## src/ramp_consts.vh

```
// register map, field positions, reset values and timing constants of the scan ramp generator
`ifndef RAMP_CONSTS_VH
`define RAMP_CONSTS_VH

// register byte offsets
`define OFS_CTRL 8'h00
`define OFS_START 8'h04
`define OFS_END 8'h08
`define OFS_SCANS 8'h0C
`define OFS_PERIOD 8'h10
`define OFS_VALUE 8'h14
`define OFS_COUNT 8'h18
`define OFS_STATUS 8'h1C
`define OFS_MASK 8'h20
`define OFS_STATE 8'h24

// control register bits
`define CTRL_ENABLE 0
`define CTRL_END_MODE 1
`define CTRL_FIXED_SCAN 2

// status and mask bits
`define ST_COMPLETE 0
`define ST_STOPPED 1

// reset values
`define RST_CTRL 3'h0
`define RST_WORD 16'h0000
`define RST_SCANS 15'h0001
`define RST_STATUS 2'h0

// scan count operand range
`define SCANS_MIN 15'h0001
`define SCANS_MAX 15'h7FFF

// timing: period word counts units of one millisecond
// clocks in one millisecond at the 25 ns core clock
`define SCAN_UNIT_CYC 16'h9C40
`define DIV_STEPS 6'h20

`endif

```

## src/scan_ramp_generator.v

```verilog
// scan ramp generator: APB registers, scan timer, ramp sequencer and interrupt
`timescale 1ns/1ps
`include "ramp_consts.vh"
module scan_ramp_generator #(
  parameter [15:0] SCAN_UNIT_CYCLES = `SCAN_UNIT_CYC
) (
  // clock and reset
  input wire core_clk,
  input wire arst_n,
  // apb slave
  input wire psel,
  input wire penable,
  input wire pwrite,
  input wire [7:0] paddr,
  input wire [31:0] pwdata,
  output reg [31:0] prdata,
  output wire pready,
  output reg pslverr,
  // ramp results
  output reg [15:0] ramp_value_q,
  output reg [15:0] scan_count_q,
  // interrupt
  output wire irq
);

////////////////////////////////////////////////////////////////////////////////
// states

localparam [3:0] S_IDLE = 4'b0001;
localparam [3:0] S_RUN = 4'b0010;
localparam [3:0] S_CALC = 4'b0100;
localparam [3:0] S_HOLD = 4'b1000;

reg [3:0] state_q;
reg [2:0] ctrl_q;
reg [15:0] start_q;
reg [15:0] end_q;
reg [14:0] scans_q;
reg [15:0] period_q;
reg [1:0] status_q;
reg [1:0] mask_q;
reg [14:0] scans_run_q;
reg enable_prev_q;
reg [15:0] unit_cnt_q;
reg [15:0] period_cnt_q;
reg scan_tick_q;
reg div_go_q;
reg diff_neg_q;
reg [1:0] status_set;
reg [1:0] status_clr;
reg [14:0] scans_clamped;
reg [31:0] rd_mux;

wire wr_en;
wire rd_en;
wire enable;
wire end_mode;
wire fixed_scan;
wire enable_rise;
wire enable_fall;
wire [16:0] diff;
wire [16:0] diff_abs;
wire [31:0] product;
wire [31:0] quotient;
wire div_done;
wire [16:0] value_sum;
wire last_scan;

assign enable = ctrl_q[`CTRL_ENABLE];
assign end_mode = ctrl_q[`CTRL_END_MODE];
assign fixed_scan = ctrl_q[`CTRL_FIXED_SCAN];
assign enable_rise = enable & ~enable_prev_q;
assign enable_fall = ~enable & enable_prev_q;

////////////////////////////////////////////////////////////////////////////////
// apb access: zero wait states, error on unmapped offsets

// every access completes in its first access cycle
assign pready = 1'b1;
assign wr_en = psel & penable & pwrite;
assign rd_en = psel & penable & ~pwrite;

// pslverr stays a combinational answer; read data is picked in the setup cycle
always @*
begin
  pslverr = 1'b0;
  rd_mux = 32'h00000000;
  case (paddr)
    `OFS_CTRL: rd_mux = {29'h00000000, ctrl_q};
    `OFS_START: rd_mux = {16'h0000, start_q};
    `OFS_END: rd_mux = {16'h0000, end_q};
    `OFS_SCANS: rd_mux = {17'h00000, scans_q};
    `OFS_PERIOD: rd_mux = {16'h0000, period_q};
    `OFS_VALUE: rd_mux = {16'h0000, ramp_value_q};
    `OFS_COUNT: rd_mux = {16'h0000, scan_count_q};
    `OFS_STATUS: rd_mux = {30'h00000000, status_q};
    `OFS_MASK: rd_mux = {30'h00000000, mask_q};
    `OFS_STATE: rd_mux = {28'h0000000, state_q};
    default: pslverr = wr_en | rd_en;
  endcase
end

// latching in the setup cycle lets read data leave a flip-flop with no wait state
always @(posedge core_clk or negedge arst_n)
begin
  if (!arst_n)
    prdata <= 32'h00000000;
  else if (psel && !penable)
    prdata <= rd_mux;
end

// the scan total is clamped on entry so the divider never sees zero
always @*
begin
  scans_clamped = pwdata[14:0];
  if (pwdata[31:15] != 17'h00000)
    scans_clamped = `SCANS_MAX;
  else if (pwdata[14:0] == 15'h0000)
    scans_clamped = `SCANS_MIN;
end

always @(posedge core_clk or negedge arst_n)
begin
  if (!arst_n)
  begin
    ctrl_q <= `RST_CTRL;
    start_q <= `RST_WORD;
    end_q <= `RST_WORD;
    scans_q <= `RST_SCANS;
    period_q <= `RST_WORD;
    mask_q <= `RST_STATUS;
  end
  else if (wr_en)
  begin
    case (paddr)
      `OFS_CTRL: ctrl_q <= pwdata[2:0];
      `OFS_START: start_q <= pwdata[15:0];
      `OFS_END: end_q <= pwdata[15:0];
      `OFS_SCANS: scans_q <= scans_clamped;
      `OFS_PERIOD: period_q <= pwdata[15:0];
      `OFS_MASK: mask_q <= pwdata[1:0];
      default: ;
    endcase
  end
end

////////////////////////////////////////////////////////////////////////////////
// status: sticky, write one to clear, a new event wins over the clear

always @*
begin
  status_clr = 2'h0;
  if (wr_en && paddr == `OFS_STATUS)
    status_clr = pwdata[1:0];
end

localparam [1:0] STATUS_RST = `RST_STATUS;

// one sticky flip-flop per status bit
genvar gi;
generate
  for (gi = 0; gi < 2; gi = gi + 1)
  begin : g_status
    always @(posedge core_clk or negedge arst_n)
    begin
      if (!arst_n)
        status_q[gi] <= STATUS_RST[gi];
      else if (status_set[gi])
        status_q[gi] <= 1'b1;
      else if (status_clr[gi])
        status_q[gi] <= 1'b0;
    end
  end
endgenerate

assign irq = |(status_q & mask_q);

////////////////////////////////////////////////////////////////////////////////
// fixed scan timer: one tick per period_q milliseconds

// without the fixed scan enable or with a zero period the ramp simply stalls
always @(posedge core_clk or negedge arst_n)
begin
  if (!arst_n)
  begin
    unit_cnt_q <= 16'h0000;
    period_cnt_q <= 16'h0000;
    scan_tick_q <= 1'b0;
  end
  else
  begin
    scan_tick_q <= 1'b0;
    if (!fixed_scan || period_q == 16'h0000 || enable_rise)
    begin
      unit_cnt_q <= 16'h0000;
      period_cnt_q <= 16'h0000;
    end
    else if (unit_cnt_q == SCAN_UNIT_CYCLES - 16'h0001)
    begin
      unit_cnt_q <= 16'h0000;
      if (period_cnt_q == period_q - 16'h0001)
      begin
        period_cnt_q <= 16'h0000;
        scan_tick_q <= 1'b1;
      end
      else
        period_cnt_q <= period_cnt_q + 16'h0001;
    end
    else
      unit_cnt_q <= unit_cnt_q + 16'h0001;
  end
end

////////////////////////////////////////////////////////////////////////////////
// ramp arithmetic: start + (end - start) * count / total

assign diff = {end_q[15], end_q} - {start_q[15], start_q};
assign diff_abs = diff[16] ? (17'h00000 - diff) : diff;
// |diff| < 2^17 and count < 2^15, so the product fits 32 bits
assign product = {15'h0000, diff_abs} * {17'h00000, scan_count_q[14:0]};

ramp_divider u_div (
  .core_clk(core_clk),
  .arst_n(arst_n),
  .go(div_go_q),
  .dividend(product),
  .divisor(scans_run_q),
  .quotient(quotient),
  .done(div_done)
);

// quotient never exceeds |diff| because count never exceeds total
assign value_sum = diff_neg_q ? ({start_q[15], start_q} - quotient[16:0])
                              : ({start_q[15], start_q} + quotient[16:0]);

// on the programmed scan end mode forces the end setting and the other mode the start setting, rather than trusting the divide
assign last_scan = (scan_count_q[14:0] == scans_run_q);

////////////////////////////////////////////////////////////////////////////////
// enable edge detector

// enable comes from a register on this clock, so it needs no synchroniser
always @(posedge core_clk or negedge arst_n)
begin
  if (!arst_n)
    enable_prev_q <= 1'b0;
  else
    enable_prev_q <= enable;
end

////////////////////////////////////////////////////////////////////////////////
// ramp sequencer

// enable edges win over every state, so a stop is never lost
always @(posedge core_clk or negedge arst_n)
begin
  if (!arst_n)
  begin
    state_q <= S_IDLE;
    ramp_value_q <= `RST_WORD;
    scan_count_q <= `RST_WORD;
    scans_run_q <= `RST_SCANS;
    div_go_q <= 1'b0;
    diff_neg_q <= 1'b0;
    status_set <= 2'h0;
  end
  else
  begin
    div_go_q <= 1'b0;
    status_set <= 2'h0;
    if (enable_fall)
    begin
      state_q <= S_IDLE;
      status_set[`ST_STOPPED] <= 1'b1;
      if (!end_mode)
        ramp_value_q <= start_q;
    end
    else if (enable_rise)
    begin
      ramp_value_q <= 16'h0000;
      scan_count_q <= 16'h0000;
      scans_run_q <= scans_q;
      state_q <= S_RUN;
    end
    else
    begin
      case (state_q)
        S_IDLE: ;
        S_RUN:
        begin
          if (scan_tick_q)
          begin
            scan_count_q <= scan_count_q + 16'h0001;
            div_go_q <= 1'b1;
            diff_neg_q <= diff[16];
            state_q <= S_CALC;
          end
        end
        S_CALC:
        begin
          if (div_done)
          begin
            if (last_scan)
            begin
              status_set[`ST_COMPLETE] <= 1'b1;
              if (end_mode)
              begin
                ramp_value_q <= end_q;
                state_q <= S_HOLD;
              end
              else
              begin
                ramp_value_q <= start_q;
                scan_count_q <= 16'h0000;
                state_q <= S_RUN;
              end
            end
            else
            begin
              ramp_value_q <= value_sum[15:0];
              state_q <= S_RUN;
            end
          end
        end
        // a hold lasts until enable is cycled
        S_HOLD: ;
        default: state_q <= S_IDLE;
      endcase
    end
  end
end

endmodule // scan_ramp_generator

```

## src/ramp_divider.v

```verilog
// serial restoring divider: 32-bit dividend over 15-bit divisor, one quotient bit per clock
`timescale 1ns/1ps
`include "ramp_consts.vh"
module ramp_divider (
  // clock and reset
  input wire core_clk,
  input wire arst_n,
  // request
  input wire go,
  input wire [31:0] dividend,
  input wire [14:0] divisor,
  // answer
  output reg [31:0] quotient,
  output reg done
);

reg [15:0] rem_q;
reg [5:0] step_q;
reg busy_q;
reg [15:0] trial;

always @*
begin
  trial = {rem_q[14:0], quotient[31]};
end

// a go while busy is ignored; the caller only asks once per scan
always @(posedge core_clk or negedge arst_n)
begin
  if (!arst_n)
  begin
    rem_q <= 16'h0000;
    step_q <= 6'h00;
    busy_q <= 1'b0;
    quotient <= 32'h00000000;
    done <= 1'b0;
  end
  else
  begin
    done <= 1'b0;
    if (!busy_q)
    begin
      if (go)
      begin
        quotient <= dividend;
        rem_q <= 16'h0000;
        step_q <= 6'h00;
        busy_q <= 1'b1;
      end
    end
    else
    begin
      if (trial >= {1'b0, divisor})
      begin
        rem_q <= trial - {1'b0, divisor};
        quotient <= {quotient[30:0], 1'b1};
      end
      else
      begin
        rem_q <= trial;
        quotient <= {quotient[30:0], 1'b0};
      end
      step_q <= step_q + 6'h01;
      if (step_q == `DIV_STEPS - 6'h01)
      begin
        busy_q <= 1'b0;
        done <= 1'b1;
      end
    end
  end
end

endmodule // ramp_divider

```

## config.mk

```make
export PLATFORM = sky130hd
export DESIGN_NAME = scan_ramp_generator
export DESIGN_NICKNAME = d
export VERILOG_FILES = /design/src/scan_ramp_generator.v /design/src/ramp_divider.v
export VERILOG_INCLUDE_DIRS = /design/src /design/src/src
export SDC_FILE = /design/constraint.sdc
export NUM_CORES = 1
export LEC_CHECK = 0
export ABC_CLOCK_PERIOD_IN_PS = 24700
export CORE_MARGIN = 2
export CORE_UTILIZATION = 45
export DETAILED_ROUTE_END_ITERATION = 16
export DONT_BUFFER_PORTS = 1
export GPL_TIMING_DRIVEN = 1
export SLEW_MARGIN = 20
export SYNTH_ARGS = -nofsm -noshare
export SYNTH_HDL_FRONTEND = slang
export SYNTH_HIERARCHICAL = 1
export SYNTH_SLANG_ARGS = --single-unit
export TNS_END_PERCENT = 50
```

## constraint.sdc

```tcl
create_clock -name core_clk -period 24.7 [get_ports core_clk]
set_input_delay 6.175 -clock core_clk [delete_from_list [all_inputs] [get_ports core_clk]]
set_output_delay 6.175 -clock core_clk [all_outputs]
set_load 0.02 [all_outputs]
```

Word-level counts from Yosys, hierarchy flattened
Cells that the tools add are included.
{"block": "op_classes", "n_eq_ne": 25, "n_addsub": 10, "bitwise": 12, "mux": 62, "multipliers": 1, "magnitude_cmp": 1, "n_reduce_logical": 31}
{"operator": "16-bit 2-to-1 mux", "count": 18}
{"operator": "16-bit one-hot mux with 10 select lines", "count": 1}
{"operator": "15-bit 2-to-1 mux", "count": 5}
{"operator": "32-bit 2-to-1 mux", "count": 2}
{"operator": "16-bit by 1-bit adder with 16-bit output (second input constant)", "count": 3}
{"operator": "8-bit by 5-bit == test with 1-bit output (second input constant)", "count": 4}
{"operator": "17-bit by 15-bit multiplier with 32-bit output", "count": 1}
{"operator": "16-bit one-hot mux with 2 select lines", "count": 1}
{"operator": "1-bit 2-to-1 mux", "count": 24}
{"operator": "4-bit 2-to-1 mux", "count": 6}
{"operator": "17-bit 2-to-1 mux", "count": 1}
{"operator": "17-bit nonzero test", "count": 1}
{"operator": "1-bit by 17-bit subtractor with 17-bit output (first input constant)", "count": 1}
{"operator": "16-bit by 16-bit subtractor with 17-bit output", "count": 1}
{"operator": "16-bit adder", "count": 1}
{"operator": "16-bit == test", "count": 1}
{"operator": "16-bit == test (second input constant)", "count": 1}
{"operator": "8-bit by 4-bit == test with 1-bit output (second input constant)", "count": 2}
{"operator": "8-bit by 6-bit == test with 1-bit output (second input constant)", "count": 2}
{"operator": "16-bit by 15-bit greater-or-equal comparator with 1-bit output", "count": 1}
{"operator": "16-bit logical NOT", "count": 1}
{"operator": "16-bit by 1-bit subtractor with 16-bit output (second input constant)", "count": 1}
{"operator": "16-bit subtractor", "count": 1}
{"operator": "15-bit == test", "count": 1}
{"operator": "34 further kinds", "count": 61}
{"block": "word_totals", "regBits": 246}

Longest topological paths before layout
Gate-level depths: netlist of run 1.
{"block": "depth", "ltp_word": 7, "depth_mapped": 35, "mapped_depth_nobuf": 34}

Modules after synthesis
The synthesis of run 1 kept the hierarchy.
{"mod": "scan_ramp_generator", "area_each_um2": 20893.8, "instances": 1, "seq_area_each_um2": 4383.0, "cells_each": 2370}
{"mod": "ramp_divider", "area_each_um2": 3300.7, "instances": 1, "seq_area_each_um2": 1376.3, "cells_each": 354}

Worst setup path after synthesis of run 1
No wires, ideal clock.
{"block": "synth_timing", "path_kind": "input to output", "from": "input paddr[3]", "to": "output pslverr", "arrival_ps": 6643, "stages": 2, "required_ps": 18525, "path_slack_ps": 11882, "n_path_buf": 0, "cell_sequence": "o21ai_0 > a31oi_1"}
{"block": "synth_between", "elab_chain_len": 3, "word_cells_on_any_way": 12, "cone_classes": "eq/ne: 9; mux: 1; reduce/logical: 2"}
{"item": "from (decl)", "line_no": "scan_ramp_generator.v:14", "rtl": "input wire [7:0] paddr,"}
{"item": "8-bit by 5-bit == test with 1-bit output, or another cell as far along", "line_no": "scan_ramp_generator.v:88", "rtl": "case (paddr)"}
{"item": "10-bit OR reduction (no source line) *"}
{"item": "1-bit 2-to-1 mux *", "line_no": "scan_ramp_generator.v:88"}
{"item": "to (decl)", "line_no": "scan_ramp_generator.v:18", "rtl": "output reg pslverr,"}
Every way passes the cells marked *; elsewhere a longest branch is shown, timed or not.

Worst setup path after layout of run 1
{"block": "layout_timing", "from": "input paddr[7]", "to": "output pslverr"}
The elaborated chain is that of the path after synthesis.

==> out/metrics.cfg, run 1 <==
[sta]
min_period_ns=12.85
portion_of_the_clock_cycle_consumed_by_the_worst_path_in_the_final_layout_pct=52.03
report.final.setup_viol=0
clock_tree_skew_after_final_layout_ns=0.06023
finalHoldViolCount=0
worst_slew_pin_slew_ns=1.038
grt_setup_unrepaired=no
slew_viol_final=0
slew_headroom_pct=30.53
final_total_negative_setup_slack_ns=0
achievable-frequency_ghz=0.07781

[synth]
synthAdderAreaFrac_pct=24.03
synth_edf_count=0
synth_top_flop_cell=sky130_fd_sc_hd__dfrtp_1
yosys.area_share.xor_xnor_pct=5.202
synth_mux_area_share_pct=6.842
postSynthRegisterBits=230
synth.cell_area_um2=24190
synth.avg_cell_area_um2=8.882
number_of_cells_produced_by_synthesis=2724
synth.lib_cells_used.distinct=104
post_synth_and_or_nand_nor_area_fraction_pct=17.29
synth_seq_area_share_pct=23.80
synth_warnings=6
asyncSetResetFlopFracSynth_pct=100.0
synth_compound_gate_area_share_pct=15.44
combinational_family_with_the_most_area_after_synthesis=adder cells

[outcome]
outcome=finished, final reports clean

[grt]
grt_pass1_vias=19780
grt_antenna_before_repair=3
wire_length_of_the_first_global_routing_pass_um=114900
grt_overflow_total=0
grt_usage_pct=26.32
pin_count_of_the_biggest_net_entering_global_routing=231

[floorplan]
dieWidth_um=235.9
floorplan.rows=84
floorplan.die_area_um2=55640
core_outline_area_um2=52870
starting_density_of_the_core_pct=45.77
top_level_ports=112
die-height_um=235.9

[worst_setup_path]
r2r.worst_path.cells=31
slowest_stage=sky130_fd_sc_hd__a31oi_1
worst-endpoint-arrival_ns=6.68
worstPathCellList=nor2_1 > a31oi_1
setup.worst_path.start=paddr[7]
critPathCaptureType=output pin
cp.required_ns=18.52
ff2ff_setup_slack_ns=14.10
critPathMaxFanout=3
crit_type=in -> out
cp-start-kind=primary input
worst_r2r_endpoint=u_div/quotient[28]$_DFFE_PN0P_
cp_num_buf_inv=0
max_stage_delay_ns=0.45
cpLargestDelayFamily=compound AO/OA/AOI/OAI gates
worstReg2RegStart=start_q[0]$_DFFE_PN0P_

[placed_design]
hpwl_um=55160
gp_weighted_congestion=0.9698
io_buffer_count=0
placedInstanceArea_um2=24800
dpl.cell_count=3326

[layout]
layout_overhead_on_the_synthesized_area_pct=6.681
sequential_cell_area_um2=5762
nNetsFinal=3062
layout.cells.most_common=sky130_fd_sc_hd__inv_1
postLayoutCellArea_um2=25810
final_cell_mix=sky130_fd_sc_hd__inv_1 (294), sky130_fd_sc_hd__nand2_1 (284), sky130_fd_sc_hd__dfrtp_1 (225), sky130_fd_sc_hd__nor2_1 (216), sky130_fd_sc_hd__fa_1 (196)
fin_util_pct=48.82
stdcell_count=3383
multiInputGateArea_um2=16750
ratio_of_cells_with_drive_above_1_in_the_final_layout_pct=8.018
final.fill_count=5029

[clock_network]
post_cts_setup_bufs=0
cts_sinks=230
cts_max_path_buffers=3
cts-buffers-inserted=30
cts_root_buffer=sky130_fd_sc_hd__clkbuf_16
cts_tree=done
post_cts_resized=0
cts_hold_buffers=0
clkTransAtPathRegs_ns=0.06
h_tree_levels=1
clock_insertion_delay_worst_skew_ns=0.63

[route]
totalWireLength_um=73350
routed-via-count=20190
detail_route.wl_per_cell_um=21.68
detail_route.first_pass.iterations=5
drt_iter0_markers=1614
route.antenna.remaining_nets=0
detail_route.drc_violations=0
routed_via_count_divided_by_cell_count=5.968

[power_and_ir_drop]
p_leak_nw=11.89
p_per_area_nw_per_um2=42.45
peakVddDrop_mv=0.05725

[worst_hold_path]
min_delay_path_depth=1
min_to=status_q[1]$_DFFE_PN0P_
min_path_type=reg -> reg
hold_start=status_set[1]$_DFF_PN0_

[flow_run]
drv.max_cap_violation_count=0

==> area by class of cell <==
cell class / instances / area share, %
Clock inverter: 17 / 0.7902
Antenna cell: 1 / 0.009695
Sequential cell: 230 / 22.32
Multi-Input combinational cell: 2068 / 64.88
Tap cell: 688 / 3.335
Timing Repair Buffer: 44 / 1.280
Clock buffer: 39 / 3.078
Inverter: 296 / 4.305
==> worst reg2reg max path: cells and delay by family, from the launching register on <==
kind / cells / cell delay [ns]
fa+ha+maj: 9 / 4.15
flops: 1 / 0.45
buf+inv: 4 / 0.23
compound gates: 11 / 3.44
simple gates: 5 / 1.86
mux: 2 / 0.35
==> how the worst max path moves through the flow <==
stage | endpoint | depth (start not counted)
final | pslverr | 2
after global routing | pslverr | 2
after CTS | pslverr | 2
after global placement | pslverr | 2
after floorplan | pslverr | 2
after detailed placement | pslverr | 2
==> cell usage after synthesis, drive strengths merged, types with 9 or more instances <==
| master | n | area [um2] |
|---|---|---|
| nor3 | 33 | 186.4 |
| a22oi | 22 | 165.2 |
| o31ai | 21 | 176.4 |
| mux2 | 72 | 810.8 |
| nor4 | 25 | 198.9 |
| and2 | 88 | 550.5 |
| nor2b | 16 | 100.1 |
| a31oi | 34 | 212.7 |
| nand3b | 11 | 82.58 |
| clkbuf | 100 | 375.4 |
| or3 | 12 | 80.08 |
| nand3 | 67 | 335.3 |
| o211ai | 17 | 127.6 |
| xor2 | 41 | 366.6 |
| and3 | 40 | 250.2 |
| o21ai | 154 | 770.7 |
| o22a | 16 | 140.1 |
| nand2b | 22 | 137.6 |
| nor2 | 217 | 817.0 |
| dfrtp | 227 | 5680 |
| nand4 | 17 | 112.6 |
| fa | 196 | 3924 |
| a211oi | 21 | 175.2 |
| ha | 151 | 1889 |
| a21o | 30 | 226.5 |
| a21oi | 87 | 439.2 |
| o32ai | 9 | 78.83 |
| nand2 | 284 | 1066 |
| inv | 294 | 1104 |
| mux2i | 84 | 844.6 |
| a221oi | 23 | 201.4 |
| o22ai | 9 | 56.30 |
| xnor2 | 101 | 892.1 |
| o21a | 13 | 97.59 |
| buf | 45 | 295.3 |
==> sequential cells by signal, indices dropped and copies added, names as in the netlist, 4 cells and up <==
name and cells:
state_q 4, start_q 16, u_div/step_q 6, prdata 16, scan_count_q 16, scans_run_q 15
unit_cnt_q 16, scans_q 15, ramp_value_q 16, u_div/rem_q 15, period_cnt_q 16, period_q 16
end_q 16, u_div/quotient 32
==> per-stage QoR <==
step           hold slack [ns]  worst slack (ns)  total power, mW
6_report                0.4264             11.85            1.096
5_1_grt                 0.4438             11.81            1.135
4_1_cts                 0.4293             11.85            1.098
3_5_place_dp            0.4148             11.85           0.6520
3_3_place_gp            0.4158             11.82           0.6482
2_1_floorplan           0.4044             11.88           0.5723
==> routing by layer <==
layer	global-route usage, %	wire [um]	vias to the layer above
li1	-	-	9198
met1	36.56	31720	10030
met2	40.56	32170	799
met3	5.816	6767	162
met4	8.956	2666	4
met5	0	21	-
==> kinds of logic after synthesis <==
family | after synthesis
AOI/OAI and AO/OA | 542
xor gates and xnor gates | 142
adders and majority gates | 347
buffers and inverters | 441
DFF | 230
muxes | 156
other | 2
and+or+nand+nor | 864
==> where the power goes <==
part | internal, mW | leakage (nW) | switching [mW]
clock network | 0.260 | 0.481 | 0.183
logic | 0.0683 | 8.23 | 0.167
registers | 0.389 | 3.17 | 0.0288
total | 0.717 | 11.9 | 0.379
Power figures use the tool's default switching activity.
==> run 2, diff against run 1 <==
--- a/config.mk
+++ b/config.mk
@@ -6,7 +6,7 @@
 export SDC_FILE = /design/constraint.sdc
 export NUM_CORES = 1
 export LEC_CHECK = 0
-export ABC_CLOCK_PERIOD_IN_PS = 24700
+export ABC_CLOCK_PERIOD_IN_PS = 11200
 export CORE_MARGIN = 2
 export CORE_UTILIZATION = 45
 export DETAILED_ROUTE_END_ITERATION = 16
==> constraint.sdc (replaced) <==
create_clock -name core_clk -period 11.2 [get_ports core_clk]
set_input_delay 2.8 -clock core_clk [delete_from_list [all_inputs] [get_ports core_clk]]
set_output_delay 2.8 -clock core_clk [all_outputs]
set_load 0.02 [all_outputs]
==> out/metrics.cfg, run 2 (synthesis results as in run 1) <==
[clock_network]
cts_hold_buffers=0  ; unchanged
h_tree_levels=1  ; unchanged
cts_sinks=230  ; unchanged
clkTransAtPathRegs_ns=0.06  ; about the same
clock_insertion_delay_worst_skew_ns=0.64  ; was 0.63 ns
post_cts_resized=0  ; unchanged
cts_tree=done  ; unchanged
cts-buffers-inserted=31  ; was 30
cts_root_buffer=sky130_fd_sc_hd__clkbuf_16  ; unchanged
cts_max_path_buffers=3  ; unchanged
post_cts_setup_bufs=0  ; unchanged

[grt]
grt_pass1_vias=20150  ; was 19.78k
wire_length_of_the_first_global_routing_pass_um=120500  ; was 114900 um
grt_antenna_before_repair=3  ; unchanged
grt_overflow_total=0  ; unchanged
grt_usage_pct=27.86  ; was 26.32%
pin_count_of_the_biggest_net_entering_global_routing=231  ; unchanged

[placed_design]
io_buffer_count=0  ; unchanged
hpwl_um=58590  ; was 55160 um
gp_weighted_congestion=0.9604  ; was 0.9698
dpl.cell_count=3326  ; unchanged
placedInstanceArea_um2=24790  ; was 24800 um2

[power_and_ir_drop]
internal_power_mw=1.623  ; was 0.7168 mW
peakVddDrop_mv=0.1257  ; was 0.05725 mV
net_switching_mw=0.8470  ; was 0.3790 mW
switching_share_pct=34.30  ; was 34.59%
pwr-share-comb_pct=20.0  ; was 21.5%
p_per_area_nw_per_um2=95.48  ; was 42.45 nW/um2
p_leak_nw=11.91  ; was 11.89 nW
clockPowerShare_pct=42.6  ; was 40.4%
pwr-share-seq_pct=37.4  ; was 38.1%
post-layout-total-power_mw=2.470  ; was 1.096 mW

[worst_setup_path]
cpLargestDelayFamily=adder cells  ; was compound AO/OA/AOI/OAI gates
setup.worst_path.start=start_q[0]$_DFFE_PN0P_  ; was paddr[7]
cp_num_buf_inv=6  ; was 0
critPathCaptureType=flop  ; was output pin
worst-endpoint-arrival_ns=10.70  ; was 6.68 ns
cp-start-kind=flop  ; was primary input
cp.required_ns=11.74  ; was 18.52 ns
crit_type=reg -> reg  ; was in -> out
max_stage_delay_ns=0.71  ; was 0.45 ns
worstReg2RegStart=start_q[0]$_DFFE_PN0P_  ; unchanged
slowest_stage=sky130_fd_sc_hd__or4b_2  ; was sky130_fd_sc_hd__a31oi_1
cpMostUsedCell=sky130_fd_sc_hd__fa_1
critPathMaxFanout=8  ; was 3

[layout]
ratio_of_cells_with_drive_above_1_in_the_final_layout_pct=8.086  ; was 8.018%
nNetsFinal=3063  ; was 3062
layout_overhead_on_the_synthesized_area_pct=6.909  ; was 6.681%
postLayoutCellArea_um2=25870  ; was 25810 um2
largest_register=u_div/quotient  ; unchanged
stdcell_count=3385  ; was 3383
largest_register_ff_count=32  ; unchanged
layout.cells.most_common=sky130_fd_sc_hd__inv_1  ; unchanged
final_cell_mix=sky130_fd_sc_hd__inv_1 (294), sky130_fd_sc_hd__nand2_1 (284), sky130_fd_sc_hd__dfrtp_1 (225), sky130_fd_sc_hd__nor2_1 (216), sky130_fd_sc_hd__fa_1 (196)  ; unchanged

[sta]
slew_viol_final=0  ; unchanged
report.final.setup_viol=0  ; unchanged
achievable-frequency_ghz=0.09843
finalHoldViolCount=0  ; unchanged
worst_slew_pin_slew_ns=1.122  ; was 1.038 ns
clock_tree_skew_after_final_layout_ns=0.04398  ; was 0.06023 ns
slew_headroom_pct=25.23  ; was 30.53%
portion_of_the_clock_cycle_consumed_by_the_worst_path_in_the_final_layout_pct=90.71
fin_worst_hold_slack_ns=0.4203  ; was 0.4264 ns
min_period_ns=10.16
final_total_negative_setup_slack_ns=0  ; unchanged
grt_setup_unrepaired=no  ; unchanged

[route]
drt_iter0_markers=1926  ; was 1614
detail_route.wl_per_cell_um=22.85  ; was 21.68 um
route.antenna.remaining_nets=0  ; unchanged
detail_route.first_pass.iterations=6  ; was 5
routed-via-count=20360  ; was 20.19k
detail_route.drc_violations=0  ; unchanged
totalWireLength_um=77360  ; was 73350 um
routed_via_count_divided_by_cell_count=6.013  ; was 5.968

[floorplan]
floorplan.die_area_um2=55640  ; unchanged
die-height_um=235.9  ; unchanged
top_level_ports=112  ; unchanged
starting_density_of_the_core_pct=45.77  ; unchanged
core_outline_area_um2=52870  ; unchanged
dieWidth_um=235.9  ; unchanged
floorplan.rows=84  ; unchanged

[outcome]
outcome=finished, final reports clean  ; unchanged

[worst_hold_path]
min_path_type=reg -> reg  ; unchanged
hold_start=status_set[1]$_DFF_PN0_  ; unchanged

[flow_run]
drv.max_cap_violation_count=0  ; unchanged

run 2: metrics by stage:
| stage | setup WS, ns | util, % |
|---|---|---|
| 2_1_floorplan | 2.437 | - |
| 3_3_place_gp | 1.407 | 46.89 |
| 3_5_place_dp | 1.157 | 46.89 |
| 4_1_cts | 1.113 | 48.91 |
| 5_1_grt | 0.5012 | 48.92 |
| 6_report | 1.040 | 48.93 |
run 2: final cells by class:
class,instances,area [um2]
Antenna cell,1,2.502
Sequential cell,230,5762
Tap cell,688,860.8
Multi-Input combinational cell,2068,16730
Timing Repair Buffer,44,330.3
Inverter,296,1111
Clock inverter,19,235.2
Clock buffer,39,835.8
Fill cell,5018,27000
run 2: power groups by stage:
stage          combinational (mW)  clock, mW  sequential, mW
4_1_cts                     0.482       1.08           0.921
6_report                    0.494       1.05           0.923
2_1_floorplan               0.349          0           0.913
3_5_place_dp                0.479          0           0.936
5_1_grt                     0.526       1.10           0.923
3_3_place_gp                0.470          0           0.935
run 2: worst paths after layout:
kind	endpoint	slack, ns	cells past startpoint
setup / recovery	u_div/quotient[28]$_DFFE_PN0P_	1.04	33
hold / removal	status_q[1]$_DFFE_PN0P_	0.42	1
setup reg to reg	u_div/quotient[28]$_DFFE_PN0P_	1.04	33
hold reg to reg	status_q[1]$_DFFE_PN0P_	0.42	1
max in group asynchronous	u_div/quotient[25]$_DFFE_PN0P_	8.90	0
min in group asynchronous	period_cnt_q[9]$_DFFE_PN0P_	1.86	0
run 2: metal layers:
metal	GRT usage [%]	wire length (um)	vias to the layer above
met1	38.97	33350	10110
met2	42.54	33570	880
met4	9.998	3178	2
met5	0	11	-
li1	-	-	9183
met3	5.968	7244	178
